File: config.mk
export PLATFORM = sky130hd
export DESIGN_NAME = usb_descriptors
export DESIGN_NICKNAME = d
export VERILOG_FILES = /design/src/desc_pkg.sv /design/src/usb_descriptors.sv
export SDC_FILE = /design/constraint.sdc
export NUM_CORES = 1
export LEC_CHECK = 0
export ABC_AREA = 1
export BUFFER_PORTS_ARGS = -buffer_cell sky130_fd_sc_hd__buf_2
export CAP_MARGIN = 15
export CORE_UTILIZATION = 48
export DETAILED_ROUTE_END_ITERATION = 16
export HOLD_SLACK_MARGIN = 0.05
export PLACE_DENSITY_LB_ADDON = 0.12
export SETUP_SLACK_MARGIN = 0.4
export SLEW_MARGIN = 30
export SYNTH_ARGS = -nofsm -noshare
export SYNTH_HDL_FRONTEND = slang
export SYNTH_SLANG_ARGS = --single-unit
File: constraint.sdc
create_clock -name clk -period 1.9 [get_ports clk]
set_input_delay 0.38 -clock clk [delete_from_list [all_inputs] [get_ports clk]]
set_output_delay 0.38 -clock clk [all_outputs]
set_load 0.02 [all_outputs]
File: src/desc_pkg.sv
// constants and types for the descriptor block
package desc_pkg;
    localparam logic [7:0] TYPE_STRING = 8'h03;
    localparam logic [7:0] TYPE_INTERFACE = 8'h04;
    localparam logic [7:0] TYPE_ENDPOINT = 8'h05;
    localparam logic [7:0] LEN_INTERFACE = 8'h09;
    localparam logic [7:0] LEN_ENDPOINT = 8'h07;
    localparam logic [7:0] LEN_LANG = 8'h04;
    localparam logic [7:0] NUM_ENDPOINTS = 8'h03;
    localparam logic [7:0] EP_DIR_IN = 8'h80;
    localparam logic [7:0] EP1_ADDR = 8'h81;
    localparam logic [7:0] EP2_ADDR = 8'h02;
    localparam logic [7:0] EP3_ADDR = 8'h83;
    localparam logic [1:0] XFER_CONTROL = 2'h0;
    localparam logic [1:0] XFER_ISO = 2'h1;
    localparam logic [1:0] XFER_BULK = 2'h2;
    localparam logic [1:0] XFER_INTR = 2'h3;
    localparam logic [15:0] BULK_MPS_FS = 16'h0040;
    localparam logic [15:0] BULK_MPS_HS = 16'h0200;
    localparam logic [15:0] INTR_MPS = 16'h0008;
    localparam logic [7:0] BULK_INTERVAL_RST = 8'h00;
    localparam logic [7:0] INTR_INTERVAL = 8'h01;
    localparam logic [7:0] INTR_INTERVAL_MAX = 8'hFF;
    localparam logic [15:0] LANG_ENGLISH = 16'h0409;
    localparam logic [3:0] INTR_STATUS_LEN = 4'h8;
    typedef enum logic [2:0] {
        SEL_INTERFACE, SEL_EP1, SEL_EP2, SEL_EP3, SEL_LANG
    } desc_sel_e;
    typedef struct packed {
        logic valid;
        logic [2:0] sel;
        logic [7:0] length;
    } desc_req_s;
    typedef struct packed {
        logic valid;
        logic last;
        logic [7:0] data;
    } desc_byte_s;
endpackage

File: src/usb_descriptors.sv
// interface, endpoint and language descriptor source plus interrupt poll
module usb_descriptors (
    input wire logic clk,
    input wire logic rst,
    input wire desc_pkg::desc_req_s req,
    input wire logic byte_ready,
    output desc_pkg::desc_byte_s out_byte,
    output logic busy,
    input wire logic high_speed,
    input wire logic eeprom_loaded,
    input wire logic [7:0] eeprom_interval,
    input wire logic intr_poll,
    input wire logic intr_pending,
    input wire logic [63:0] intr_status,
    output logic intr_nak,
    output desc_pkg::desc_byte_s intr_byte
);
    logic [2:0] sel;
    logic [7:0] idx;
    logic [7:0] remain;
    logic [7:0] bulk_interval;
    logic [7:0] next_data;
    logic [7:0] desc_len;
    logic [63:0] intr_shift;
    logic [3:0] intr_cnt;

    // interval register follows the EEPROM once loaded
    always_ff @(posedge clk) begin
        if (rst) begin
            bulk_interval <= desc_pkg::BULK_INTERVAL_RST;
        end else if (eeprom_loaded) begin
            bulk_interval <= eeprom_interval;
        end
    end

    function automatic logic [7:0] ep_byte(input logic [7:0] i,
                                           input logic [7:0] addr,
                                           input logic [1:0] xfer,
                                           input logic [15:0] mps,
                                           input logic [7:0] intv);
        unique case (i)
            8'h00: ep_byte = desc_pkg::LEN_ENDPOINT;
            8'h01: ep_byte = desc_pkg::TYPE_ENDPOINT;
            8'h02: ep_byte = addr;
            8'h03: ep_byte = {6'h00, xfer};
            8'h04: ep_byte = mps[7:0];
            8'h05: ep_byte = mps[15:8];
            default: ep_byte = intv;
        endcase
    endfunction

    logic [15:0] bulk_mps;
    assign bulk_mps = high_speed ? desc_pkg::BULK_MPS_HS
                                 : desc_pkg::BULK_MPS_FS;

    always_comb begin
        next_data = 8'h00;
        desc_len = desc_pkg::LEN_ENDPOINT;
        unique case (sel)
            desc_pkg::SEL_INTERFACE: begin
                desc_len = desc_pkg::LEN_INTERFACE;
                unique case (idx)
                    8'h00: next_data = desc_pkg::LEN_INTERFACE;
                    8'h01: next_data = desc_pkg::TYPE_INTERFACE;
                    8'h04: next_data = desc_pkg::NUM_ENDPOINTS;
                    default: next_data = 8'h00;
                endcase
            end
            desc_pkg::SEL_EP1: next_data = ep_byte(idx, desc_pkg::EP1_ADDR,
                desc_pkg::XFER_BULK, bulk_mps, bulk_interval);
            desc_pkg::SEL_EP2: next_data = ep_byte(idx, desc_pkg::EP2_ADDR,
                desc_pkg::XFER_BULK, bulk_mps, bulk_interval);
            desc_pkg::SEL_EP3: next_data = ep_byte(idx, desc_pkg::EP3_ADDR,
                desc_pkg::XFER_INTR, desc_pkg::INTR_MPS,
                desc_pkg::INTR_INTERVAL);
            desc_pkg::SEL_LANG: begin
                desc_len = desc_pkg::LEN_LANG;
                unique case (idx)
                    8'h00: next_data = desc_pkg::LEN_LANG;
                    8'h01: next_data = desc_pkg::TYPE_STRING;
                    8'h02: next_data = desc_pkg::LANG_ENGLISH[7:0];
                    default: next_data = desc_pkg::LANG_ENGLISH[15:8];
                endcase
            end
            default: next_data = 8'h00;
        endcase
    end

    // stream: one byte per accepted beat; a shown byte only advances on ready
    always_ff @(posedge clk) begin
        if (rst) begin
            busy <= 1'b0;
            sel <= 3'h0;
            idx <= 8'h00;
            remain <= 8'h00;
            out_byte <= '0;
        end else if (!busy) begin
            if (req.valid && req.length != 8'h00) begin
                busy <= 1'b1;
                sel <= req.sel;
                idx <= 8'h00;
                remain <= req.length;
            end
        end else if (!out_byte.valid || byte_ready) begin
            // a zero remainder or the end of the table closes the transfer
            if (remain == 8'h00 || idx == desc_len) begin
                out_byte <= '0;
                busy <= out_byte.valid && !byte_ready;
            end else begin
                out_byte.valid <= 1'b1;
                out_byte.data <= next_data;
                out_byte.last <= remain == 8'h01 ||
                                 idx == desc_len - 8'h01;
                idx <= idx + 8'h01;
                remain <= remain - 8'h01;
            end
        end
    end

    // interrupt endpoint: nak when idle, else eight status bytes
    always_ff @(posedge clk) begin
        if (rst) begin
            intr_nak <= 1'b0;
            intr_cnt <= 4'h0;
            intr_shift <= 64'h0;
            intr_byte <= '0;
        end else begin
            intr_nak <= intr_poll && !intr_pending &&
                        intr_cnt == 4'h0;
            if (intr_cnt == 4'h0) begin
                intr_byte <= '0;
                if (intr_poll && intr_pending) begin
                    intr_shift <= intr_status;
                    intr_cnt <= desc_pkg::INTR_STATUS_LEN;
                end
            end else begin
                intr_byte.valid <= 1'b1;
                intr_byte.data <= intr_shift[7:0]; // byte 0 first
                intr_byte.last <= intr_cnt == 4'h1;
                intr_shift <= {8'h00, intr_shift[63:8]};
                intr_cnt <= intr_cnt - 4'h1;
            end
        end
    end

    chk_lang_id: assert property (@(posedge clk) disable iff (rst)
        out_byte.valid && sel == desc_pkg::SEL_LANG && idx == 8'h03
        |-> out_byte.data == desc_pkg::LANG_ENGLISH[7:0])
        else $error("language id low byte wrong");
    chk_bulk_speed: assert property (@(posedge clk) disable iff (rst)
        out_byte.valid && sel == desc_pkg::SEL_EP1 && idx == 8'h06
        && $stable(high_speed)
        |-> out_byte.data == (high_speed ? 8'h02 : 8'h00))
        else $error("bulk packet size high byte wrong");
    chk_ep_addr: assert property (@(posedge clk) disable iff (rst)
        out_byte.valid && idx == 8'h03 && sel != desc_pkg::SEL_INTERFACE
        && sel != desc_pkg::SEL_LANG |-> out_byte.data[6:4] == 3'h0)
        else $error("endpoint address reserved bits set");
    chk_ep3_attr: assert property (@(posedge clk) disable iff (rst)
        out_byte.valid && sel == desc_pkg::SEL_EP3 && idx == 8'h04
        |-> out_byte.data == 8'h03)
        else $error("interrupt attribute wrong");
    chk_intf_count: assert property (@(posedge clk) disable iff (rst)
        out_byte.valid && sel == desc_pkg::SEL_INTERFACE && idx == 8'h05
        |-> out_byte.data == desc_pkg::NUM_ENDPOINTS)
        else $error("endpoint count wrong");
    chk_intr_ivl: assert property (@(posedge clk) disable iff (rst)
        out_byte.valid && sel == desc_pkg::SEL_EP3 && idx == 8'h07
        |-> out_byte.data == 8'h01)
        else $error("interrupt interval wrong");
    chk_bulk_ivl: assert property (@(posedge clk) disable iff (rst)
        eeprom_loaded ##1 !eeprom_loaded |-> bulk_interval ==
        $past(eeprom_interval, 1))
        else $error("bulk interval not loaded");
    chk_trunc_len: assert property (@(posedge clk) disable iff (rst)
        !busy && req.valid && req.length == 8'h02
        |-> ##[1:40] (out_byte.valid && out_byte.last) ##1 !out_byte.valid
        [*2])
        else $error("truncated transfer wrong");
    chk_intr_nak: assert property (@(posedge clk) disable iff (rst)
        intr_poll && !intr_pending && intr_cnt == 4'h0 |=> intr_nak)
        else $error("missing nak on idle poll");
    chk_intr_len: assert property (@(posedge clk) disable iff (rst)
        intr_poll && intr_pending && intr_cnt == 4'h0
        |=> ##1 intr_byte.valid [*8] ##1 !intr_byte.valid)
        else $error("status burst not eight bytes");
    chk_ep1_addr: assert property (@(posedge clk) disable iff (rst)
        out_byte.valid && sel == desc_pkg::SEL_EP1 && idx == 8'h03
        |-> out_byte.data == desc_pkg::EP1_ADDR)
        else $error("ep1 address wrong");
    // idx already points one past the byte on show, hence the offsets
    chk_ep2_addr: assert property (@(posedge clk) disable iff (rst)
        out_byte.valid && sel == desc_pkg::SEL_EP2 && idx == 8'h03
        |-> out_byte.data == desc_pkg::EP2_ADDR)
        else $error("ep2 address wrong");
    chk_ep_dir: assert property (@(posedge clk) disable iff (rst)
        out_byte.valid && idx == 8'h03 && (sel == desc_pkg::SEL_EP1 ||
        sel == desc_pkg::SEL_EP2 || sel == desc_pkg::SEL_EP3)
        |-> out_byte.data[7] == (sel != desc_pkg::SEL_EP2))
        else $error("endpoint direction bit wrong");
    chk_bulk_attr: assert property (@(posedge clk) disable iff (rst)
        out_byte.valid && idx == 8'h04 && (sel == desc_pkg::SEL_EP1 ||
        sel == desc_pkg::SEL_EP2)
        |-> out_byte.data == {6'h00, desc_pkg::XFER_BULK})
        else $error("bulk attribute wrong");
    chk_intf_len: assert property (@(posedge clk) disable iff (rst)
        out_byte.valid && sel == desc_pkg::SEL_INTERFACE && idx == 8'h01
        |-> out_byte.data == desc_pkg::LEN_INTERFACE)
        else $error("interface length wrong");
    // a byte left on show after busy drops would leak into the next table
    chk_valid_busy: assert property (@(posedge clk) disable iff (rst)
        out_byte.valid |-> busy)
        else $error("byte shown while idle");
    chk_nak_excl: assert property (@(posedge clk) disable iff (rst)
        intr_nak |-> !intr_byte.valid)
        else $error("nak and status byte together");

    cov_lang: cover property (@(posedge clk)
        out_byte.valid && out_byte.last && sel == desc_pkg::SEL_LANG);
    cov_hs_ep2: cover property (@(posedge clk)
        high_speed && out_byte.valid && sel == desc_pkg::SEL_EP2);
    cov_intr: cover property (@(posedge clk)
        intr_byte.valid && intr_byte.last);
    cov_nak: cover property (@(posedge clk) intr_nak);
    cov_trunc: cover property (@(posedge clk)
        out_byte.valid && out_byte.last && remain == 8'h00 && idx != desc_len);
endmodule // usb_descriptors

After elaboration in Yosys (flattened, before gate mapping):

Index checks and enable logic that the tools add are counted.

* register bits after elaboration: 117
* bits in latches: 0
* memory bits (writable): 0
* bits in read-only memories: 0
* input bits: 91
* logic and storage cells: 86
* memories kept: 0

* add/sub/neg operators: 4
* $mul: 0
* divide/modulo/power cells: 0
* magnitude comparators: 0
* equal/unequal tests: 16
* shifts and indexed selects: 0
* muxes and demuxes: 26
* bitwise logic cells: 2
* reductions and logical operators: 23

Operator list (number)
* 2-to-1 mux 56 bit: 2
* case mux 8 bit (6 select lines): 2
* case mux 8 bit (5 select lines): 2
* 2-to-1 mux 8 bit: 8
* 2-to-1 mux 10 bit: 3
* == test 8 x 1 -> 1 bit (second input constant): 2
* == test 8 x 2 -> 1 bit (second input constant): 2
* == test 8 x 3 -> 1 bit (second input constant): 2
* == test 8 bit: 2
* logical NOT 8 bit: 2
* case mux 4 bit (2 select lines): 2
* subtractor 8 x 1 -> 8 bit (second input constant): 2
* case mux 4 bit (3 select lines): 1
* adder 8 x 1 -> 8 bit (second input constant): 1
* 2-to-1 mux 4 bit: 2
* nonzero test 8 bit: 1
* == test 3 x 2 -> 1 bit (second input constant): 2
* OR reduction 2 bit: 3
* logical AND 1 bit: 5
* == test 4 x 1 -> 1 bit (second input constant): 1
* logical NOT 4 bit: 1
* 2-to-1 mux 1 bit: 4
* inequality test 2 x 1 -> 1 bit (second input constant): 2
* AND reduction 2 bit: 2
* 10 further kinds: 15

Depth between registers and ports, before layout:

Gate-level depths: netlist of run 1.

* depth after elaboration: 7
* gate-level depth with buffers: 14
* gate-level depth less buffers: 14

Least setup slack after synthesis of run 1:

No wires, ideal clock.

* path kind: register to register
* start point: register sel[0]
* end point: register remain[3]
* data arrival time: 1.715 ns
* required time: 1.784 ns
* setup slack: 0.069 ns
* cell stages (with the launch flop): 13
* clock period less this slack: 1.831 ns
* cells stage by stage: dfxtp_1 > nor2_4 > nand2_4 > ha_1 > nand2_1 > nand3_1 > nor2_1 > nand4_4 > nand3_4 > nand2_4 > clkbuf_8 > o21ai_0 > nor2_1

* cells in the longest elaborated chain, start to end: 6
* elaborated cells between the ends (all ways): 7
* classes of those cells: eq/ne (3); mux (1); reduce/logical (3)

Ends and longest elaborated chain
* start: declaration: RTL line usb_descriptors.sv:18 `logic [2:0] sel;`
* start signal: assignment: RTL line usb_descriptors.sv:100 `sel <= req.sel;`
* == test 3 bit or logical NOT 3 bit (tied branches): RTL line usb_descriptors.sv:59 `unique case (sel)`
* case mux 4 bit (2 select lines) *: RTL line usb_descriptors.sv:59
* == test 8 bit *: RTL line usb_descriptors.sv:106 `if (remain == 8'h00 || idx == desc_len) begin`
* logical OR 1 bit *: RTL line usb_descriptors.sv:106
* inequality test 2 bit (no line) *
* AND reduction 3 bit (no line) *
* end signal: assignment: RTL line usb_descriptors.sv:102 `remain <= req.length;`
* end signal: assignment: RTL line usb_descriptors.sv:115 `remain <= remain - 8'h01;`
* end: declaration: RTL line usb_descriptors.sv:20 `logic [7:0] remain;`

Mark *: on every way between the ends. The rest lies on a longest branch, timed or not.
A chain may end at the register's enable or synchronous reset.

Worst setup path in the final report of run 1:

* start point: register sel[1]
* end point: register remain[2]

Same word-level chain as after synthesis.

==> results.md, run 1 <==
* Via count at 5786
* Tcrit/Tclk final at 94.2%
* Max transition margin at 62.6%
* EDFF count, synth at 0
* Final GP Congestion at 0.841
* DR pass1 iterations at 5
* Syn avg cell area at 7.20 um^2
* CP Capture Point: remain[2]$_SDFFE_PP0P_
* RR Endpoint: remain[2]$_SDFFE_PP0P_
* R2R depth at 14
* Final WS setup at 0.111 ns
* Worst skew pair latency at 0.41 ns
* Number of distinct library cells after synthesis at 38
* Core area at 10900 um^2
* Root Buffer Master: clkbuf_16
* Die height at 109 um
* Initial DRC count at 357
* Final layout net count at 1007
* Power Total at 11.3 mW
* Post-synth net total at 857
* Max_cap viols at 0
* Area after DPL at 6230 um^2
* Fraction of registers with async set/reset at 0%
* Launch point of the worst path: sel[1]$_SDFFE_PP0P_
* Tmin final at 1.79 ns
* DRC at 0
* Max Buffers Root-to-Sink at 2
* Number of synthesized register bits at 117
* CP Class: reg -> reg
* Clk slew on worst S/H paths at 0.05 ns
* Top Ports at 113
* Grt total ovfl at 0
* Worst hold path startpoint: intr_pending
* Cts bufs inserted at 17
* Commonest register cell after synthesis: dfxtp_1
* Syn Std Cell Area at 5450 um^2
* CTS tree: done
* Post-place setup slack at -0.0221 ns
* Worst slew pin tran at 0.562 ns
* Final antenna-violating net count at 0
* WL/cell at 16.2 um
* Full die area at 11800 um^2
* Final Hold Vio Count at 0
* RSZ-0062 raised after global routing: yes
* Cells after synthesis at 757
* Detail Placement HPWL at 9350 um
* Largest net degree at the start of global routing at 44
* # diodes at 0
* Area growth syn-to-layout at 47.1%
* Warnings from Yosys at 0
* First-pass GRT wire length at 25500 um
* CP Max Fanout at 11
* Hold crit path type: in -> reg
* Clock skew at 0.00772 ns
* Count of pins over their slew limit at 0
* Total wire length at 17200 um
* Leakage power at 3.50 nW
* Filler Cell Count at 836
* Final setup viols at 0
* GRT Total Usage at 27.9%
* Startpoint Class: flip-flop
* Final instance area at 8020 um^2
* Hold-fix buffers, CTS at 0
* R2R Setup Slk at 0.11 ns
* Share of layout cells above drive strength 1 at 36.3%
* Seq/Total Area, Yosys at 43.0%
* Vias in the first global route at 5322
* Htree depth at 4
* Crit end category: flip-flop
* CP required at 2.20 ns
* Final Util at 73.3%
* Critical path data arrival time at 2.09 ns
* Initial Util at 49.8%
* FMAX at 0.559 GHz
* IO Port Bufs at 112
* CTS sink count at 117
* Status: finished clean
* Hold WS at 0.146 ns
* P per Cell Area at 1410 nW/um^2
* Die X at 109 um
* Max IR drop VDD at 0.000767 V
* Vias per inst at 5.46
* Site Rows at 38
* Reg2reg start: sel[1]$_SDFFE_PP0P_
* Initial antenna violation count at 0
[cell families after synthesis]
group / share of synthesized area, %
flip-flops: 43.0
adder cells (fa/ha/maj): 2.07
AND/OR/NAND/NOR: 32.4
buffers and inverters: 7.49
multiplexers: 0.184
XOR/XNOR: 1.63
AO/OA/AOI/OAI: 13.3
[flip-flops by register name (all words and copies together), names as in the netlist]
name           cells
intr_shift        64
intr_byte         10
out_byte          10
bulk_interval      8
idx                8
remain             8
intr_cnt           4
sel                3
busy               1
intr_nak           1
[Yosys cell counts (all sizes together) (5+ instances only)]
cell type	number	area share, %
a31oi	56	6.4
nand3	87	8.3
buf	19	2.2
nand4	6	0.96
nand2	212	15
xor2	5	1.1
dfxtp	117	43
nor2	83	6.6
inv	48	3.4
o21ai	30	2.8
clkbuf	23	1.8
nor3	9	0.83
a21oi	41	3.8
ha	9	2.1
[power breakdown]
group	internal, mW	switching, mW	total (mW)
combinational	2.28	2.61	4.89
sequential	2.77	0.269	3.04
clock	2.26	1.12	3.38
total	7.31	4.00	11.3
[through the flow]
| stage | TNS, ns | instances |
|---|---|---|
| 3_5_place_dp | -0.0221 | 991 |
| 2_1_floorplan | 0 | 757 |
| 6_report | 0 | 1060 |
| 5_1_grt | 0 | 1060 |
| 3_3_place_gp | 0 | 991 |
| 4_1_cts | 0 | 1053 |
[layer usage]
layer	vias up	track usage, %	routed length (um)
met5	-	0	0
li1	2831	-	-
met1	2708	35.6	7380
met4	0	9.36	465
met2	208	46.7	8310
met3	39	5.91	1020
[cell type report]
class | instances | area [um^2] | share of cell area [%]
Clock inverter | 9 | 150 | 1.87
Timing Repair Buffer | 173 | 1390 | 17.3
Multi-Input combinational cell | 547 | 3250 | 40.5
Tap cell | 140 | 175 | 2.19
Inverter | 51 | 225 | 2.81
Sequential cell | 117 | 2360 | 29.5
Clock buffer | 23 | 468 | 5.84
[critical path, stage by stage (launching register included)]
cell,delay (ns)
dfxtp_2,0.33
nor2_4,0.17
nand2_4,0.08
ha_4,0.17
inv_2,0.05
nand2_2,0.04
nand3_2,0.09
nor2_4,0.05
nand4_4,0.07
nand3_4,0.13
nand2_8,0.16
clkinv_8,0.08
buf_4,0.14
nor2_1,0.08
nor2_1,0.05
[layout by cell type, fill, tap and decap left out, drive strengths merged, types with 2 or more instances in the layout]
| cell | instances |
|---|---|
| a21oi | 41 |
| nand3 | 87 |
| xnor2 | 3 |
| ha | 9 |
| a31oi | 56 |
| xor2 | 5 |
| dfxtp | 117 |
| bufinv | 5 |
| inv | 47 |
| nor3 | 9 |
| buf | 171 |
| clkbuf | 24 |
| clkinvlp | 2 |
| nand4 | 6 |
| o21ai | 30 |
| nand2 | 212 |
| clkinv | 6 |
| nor2 | 83 |
[how the worst min path moves through the flow]
stage                                    endpoint  slack (ns)  cells past startpoint
final                         intr_nak$_SDFF_PP0_        0.15                      2
after global routing          intr_nak$_SDFF_PP0_        0.14                      2
after CTS                     intr_nak$_SDFF_PP0_        0.14                      2
after detailed placement  intr_byte[4]$_SDFF_PP0_        0.42                      2
after global placement    intr_byte[0]$_SDFF_PP0_        0.42                      2
after floorplan           intr_byte[0]$_SDFF_PP0_        0.41                      2
[repair_timing]
item / 4_1_cts / 5_1_grt
pin swaps: 34 / 55
endpoints found under the setup margin: 102 / 99
gates cloned: 10 / 1
resized for setup: 58 / 115
setup buffers: 20 / 6
(Power assumes the default switching activity.)
==> run 2: changes to the inputs <==
PLACE_DENSITY = 0.74   (was unset)
PLACE_DENSITY_LB_ADDON = unset   (was 0.12)
==> run 2 against run 1 <==
  * Maximum frequency shrank 1.8%
  * Die area is the same
  * Worst setup slack worse by 0.033 ns
  * Clock skew is 0.00095 ns lower
  * Worst hold slack worse by 0.0073 ns
  * Critical path depth down 2
  * Final area shrank 8.6%
  * Final cell count is 2.3% lower
  * Routed wire length is 14% lower
  * Core utilization fell by 6.3 points
  * Combinational power fell by 32%
==> results.md, run 2 (same netlist as run 1, synthesis figures left out) <==
* CP Class: reg -> reg
* Final setup viols at 0
* Root Buffer Master: clkbuf_16
* Clock skew at 0.00677 ns
* WL/cell at 14.3 um
* Worst slew pin tran at 0.549 ns
* Largest net degree at the start of global routing at 55
* FMAX at 0.549 GHz
* CTS tree: done
* Final antenna-violating net count at 0
* Final Hold Vio Count at 0
* CP Max Fanout at 10
* CTS sink count at 117
* Full die area at 11800 um^2
* Via count at 5575
* Grt total ovfl at 0
* Share of layout cells above drive strength 1 at 29.2%
* Die X at 109 um
* Area after DPL at 6220 um^2
* Crit end category: flip-flop
* Vias per inst at 5.38
* P per Cell Area at 1300 nW/um^2
* Core area at 10900 um^2
* Total negative setup slack at 0 ns
* Most common cell after layout, fill and taps aside: nand2_1
* GRT Total Usage at 25.4%
* Initial DRC count at 447
* Startpoint Class: flip-flop
* Max reg flops at 64
* # diodes at 0
* DR pass1 iterations at 5
* IO Port Bufs at 112
* Cts bufs inserted at 17
* Worst hold path depth at 2
* Site Rows at 38
* Vias in the first global route at 5106
* Top Registers: intr_shift (64), intr_byte (10), out_byte (10)
* Detail Placement HPWL at 9390 um
* Die height at 109 um
* Top Ports at 113
* Total wire length at 14800 um
* Commonest cells after routing, fill and taps aside: 194 x nand2_1, 111 x buf_2, 109 x dfxtp_1, 80 x nand3_1, 67 x nor2_1
* Max transition margin at 63.4%
* Initial Util at 49.8%
* Top reg by flops: intr_shift
* Count of pins over their slew limit at 0
* Final GP Congestion at 0.868
* Max IR drop VDD at 0.000770 V
* CP required at 2.21 ns
* Tcrit/Tclk final at 95.9%
* Worst skew pair latency at 0.42 ns
* First-pass GRT wire length at 23300 um
* RSZ-0062 raised after global routing: yes
* Tmin final at 1.82 ns
* Clk slew on worst S/H paths at 0.05 ns
* Area growth syn-to-layout at 34.4%
* Max Buffers Root-to-Sink at 2
* Max_cap viols at 0
* Critical path data arrival time at 2.13 ns
* Final layout net count at 985
* Status: finished clean
* Initial antenna violation count at 0
* R2R depth at 12
* DRC at 0
* Hold crit path type: in -> reg
* Leakage power at 3.00 nW
* Final instance area at 7330 um^2
* Htree depth at 4
## run 2: what timing repair did
action | CTS | global route
setup endpoints to repair | 99 | 89
resized for setup | 34 | 46
hold buffers | 0 | 0
setup buffers | 9 | 4
gates cloned | 2 | 3
pin swaps | 15 | 27
## run 2: layer usage
layer  wire length, um  GRT usage [%]
met1              6530           31.4
met3               882           6.03
met4               420           12.0
met5                 0              0
met2              6970           41.5
## run 2: worst paths after layout
kind	startpoint	to	slack, ns
max	sel[1]$_SDFFE_PP0P_	idx[2]$_SDFFE_PP0P_	0.08
min	intr_pending	intr_nak$_SDFF_PP0_	0.14
max reg2reg	sel[1]$_SDFFE_PP0P_	idx[2]$_SDFFE_PP0P_	0.08
min reg2reg	intr_shift[7]$_SDFFE_PP0P_	intr_byte[7]$_SDFF_PP0_	0.43
## run 2: cell type report
type | instances | area, um^2
fill | 920 | 3610
multi-input combinational | 547 | 2950
sequential | 117 | 2360
timing repair buffer | 151 | 1040
clock buffer | 21 | 460
inverter | 51 | 210
tap | 140 | 175
clock inverter | 9 | 129
## run 2: power by group
group / total (mW) / switching (mW) / internal (mW)
sequential: 2.98 / 0.209 / 2.77
combinational: 3.34 / 1.96 / 1.38
clock: 3.21 / 1.10 / 2.11
total: 9.53 / 3.28 / 6.25
## run 2: critical path: stages, from the launching register on
cell	delay (ns)
dfxtp_2	0.33
nor2_4	0.18
nand2_4	0.08
ha_4	0.16
nand2_1	0.07
nand3_2	0.10
nor2_4	0.12
nand4_4	0.10
nand3_4	0.12
nand2_8	0.10
buf_12	0.16
a21oi_2	0.13
nor2_1	0.06
## run 2: per-stage QoR
step	util, %	cells	power [mW]	worst slack (ns)	hold slack (ns)
detailed placement	56.9	988	5.40	0.0607	0.418
global placement	56.9	988	5.33	0.131	0.417
floorplan	-	757	4.68	0.190	0.408
global route	67.0	1036	9.96	0.00902	0.134
CTS	64.6	1029	9.08	0.104	0.131
finish	67.0	1036	9.53	0.0786	0.138
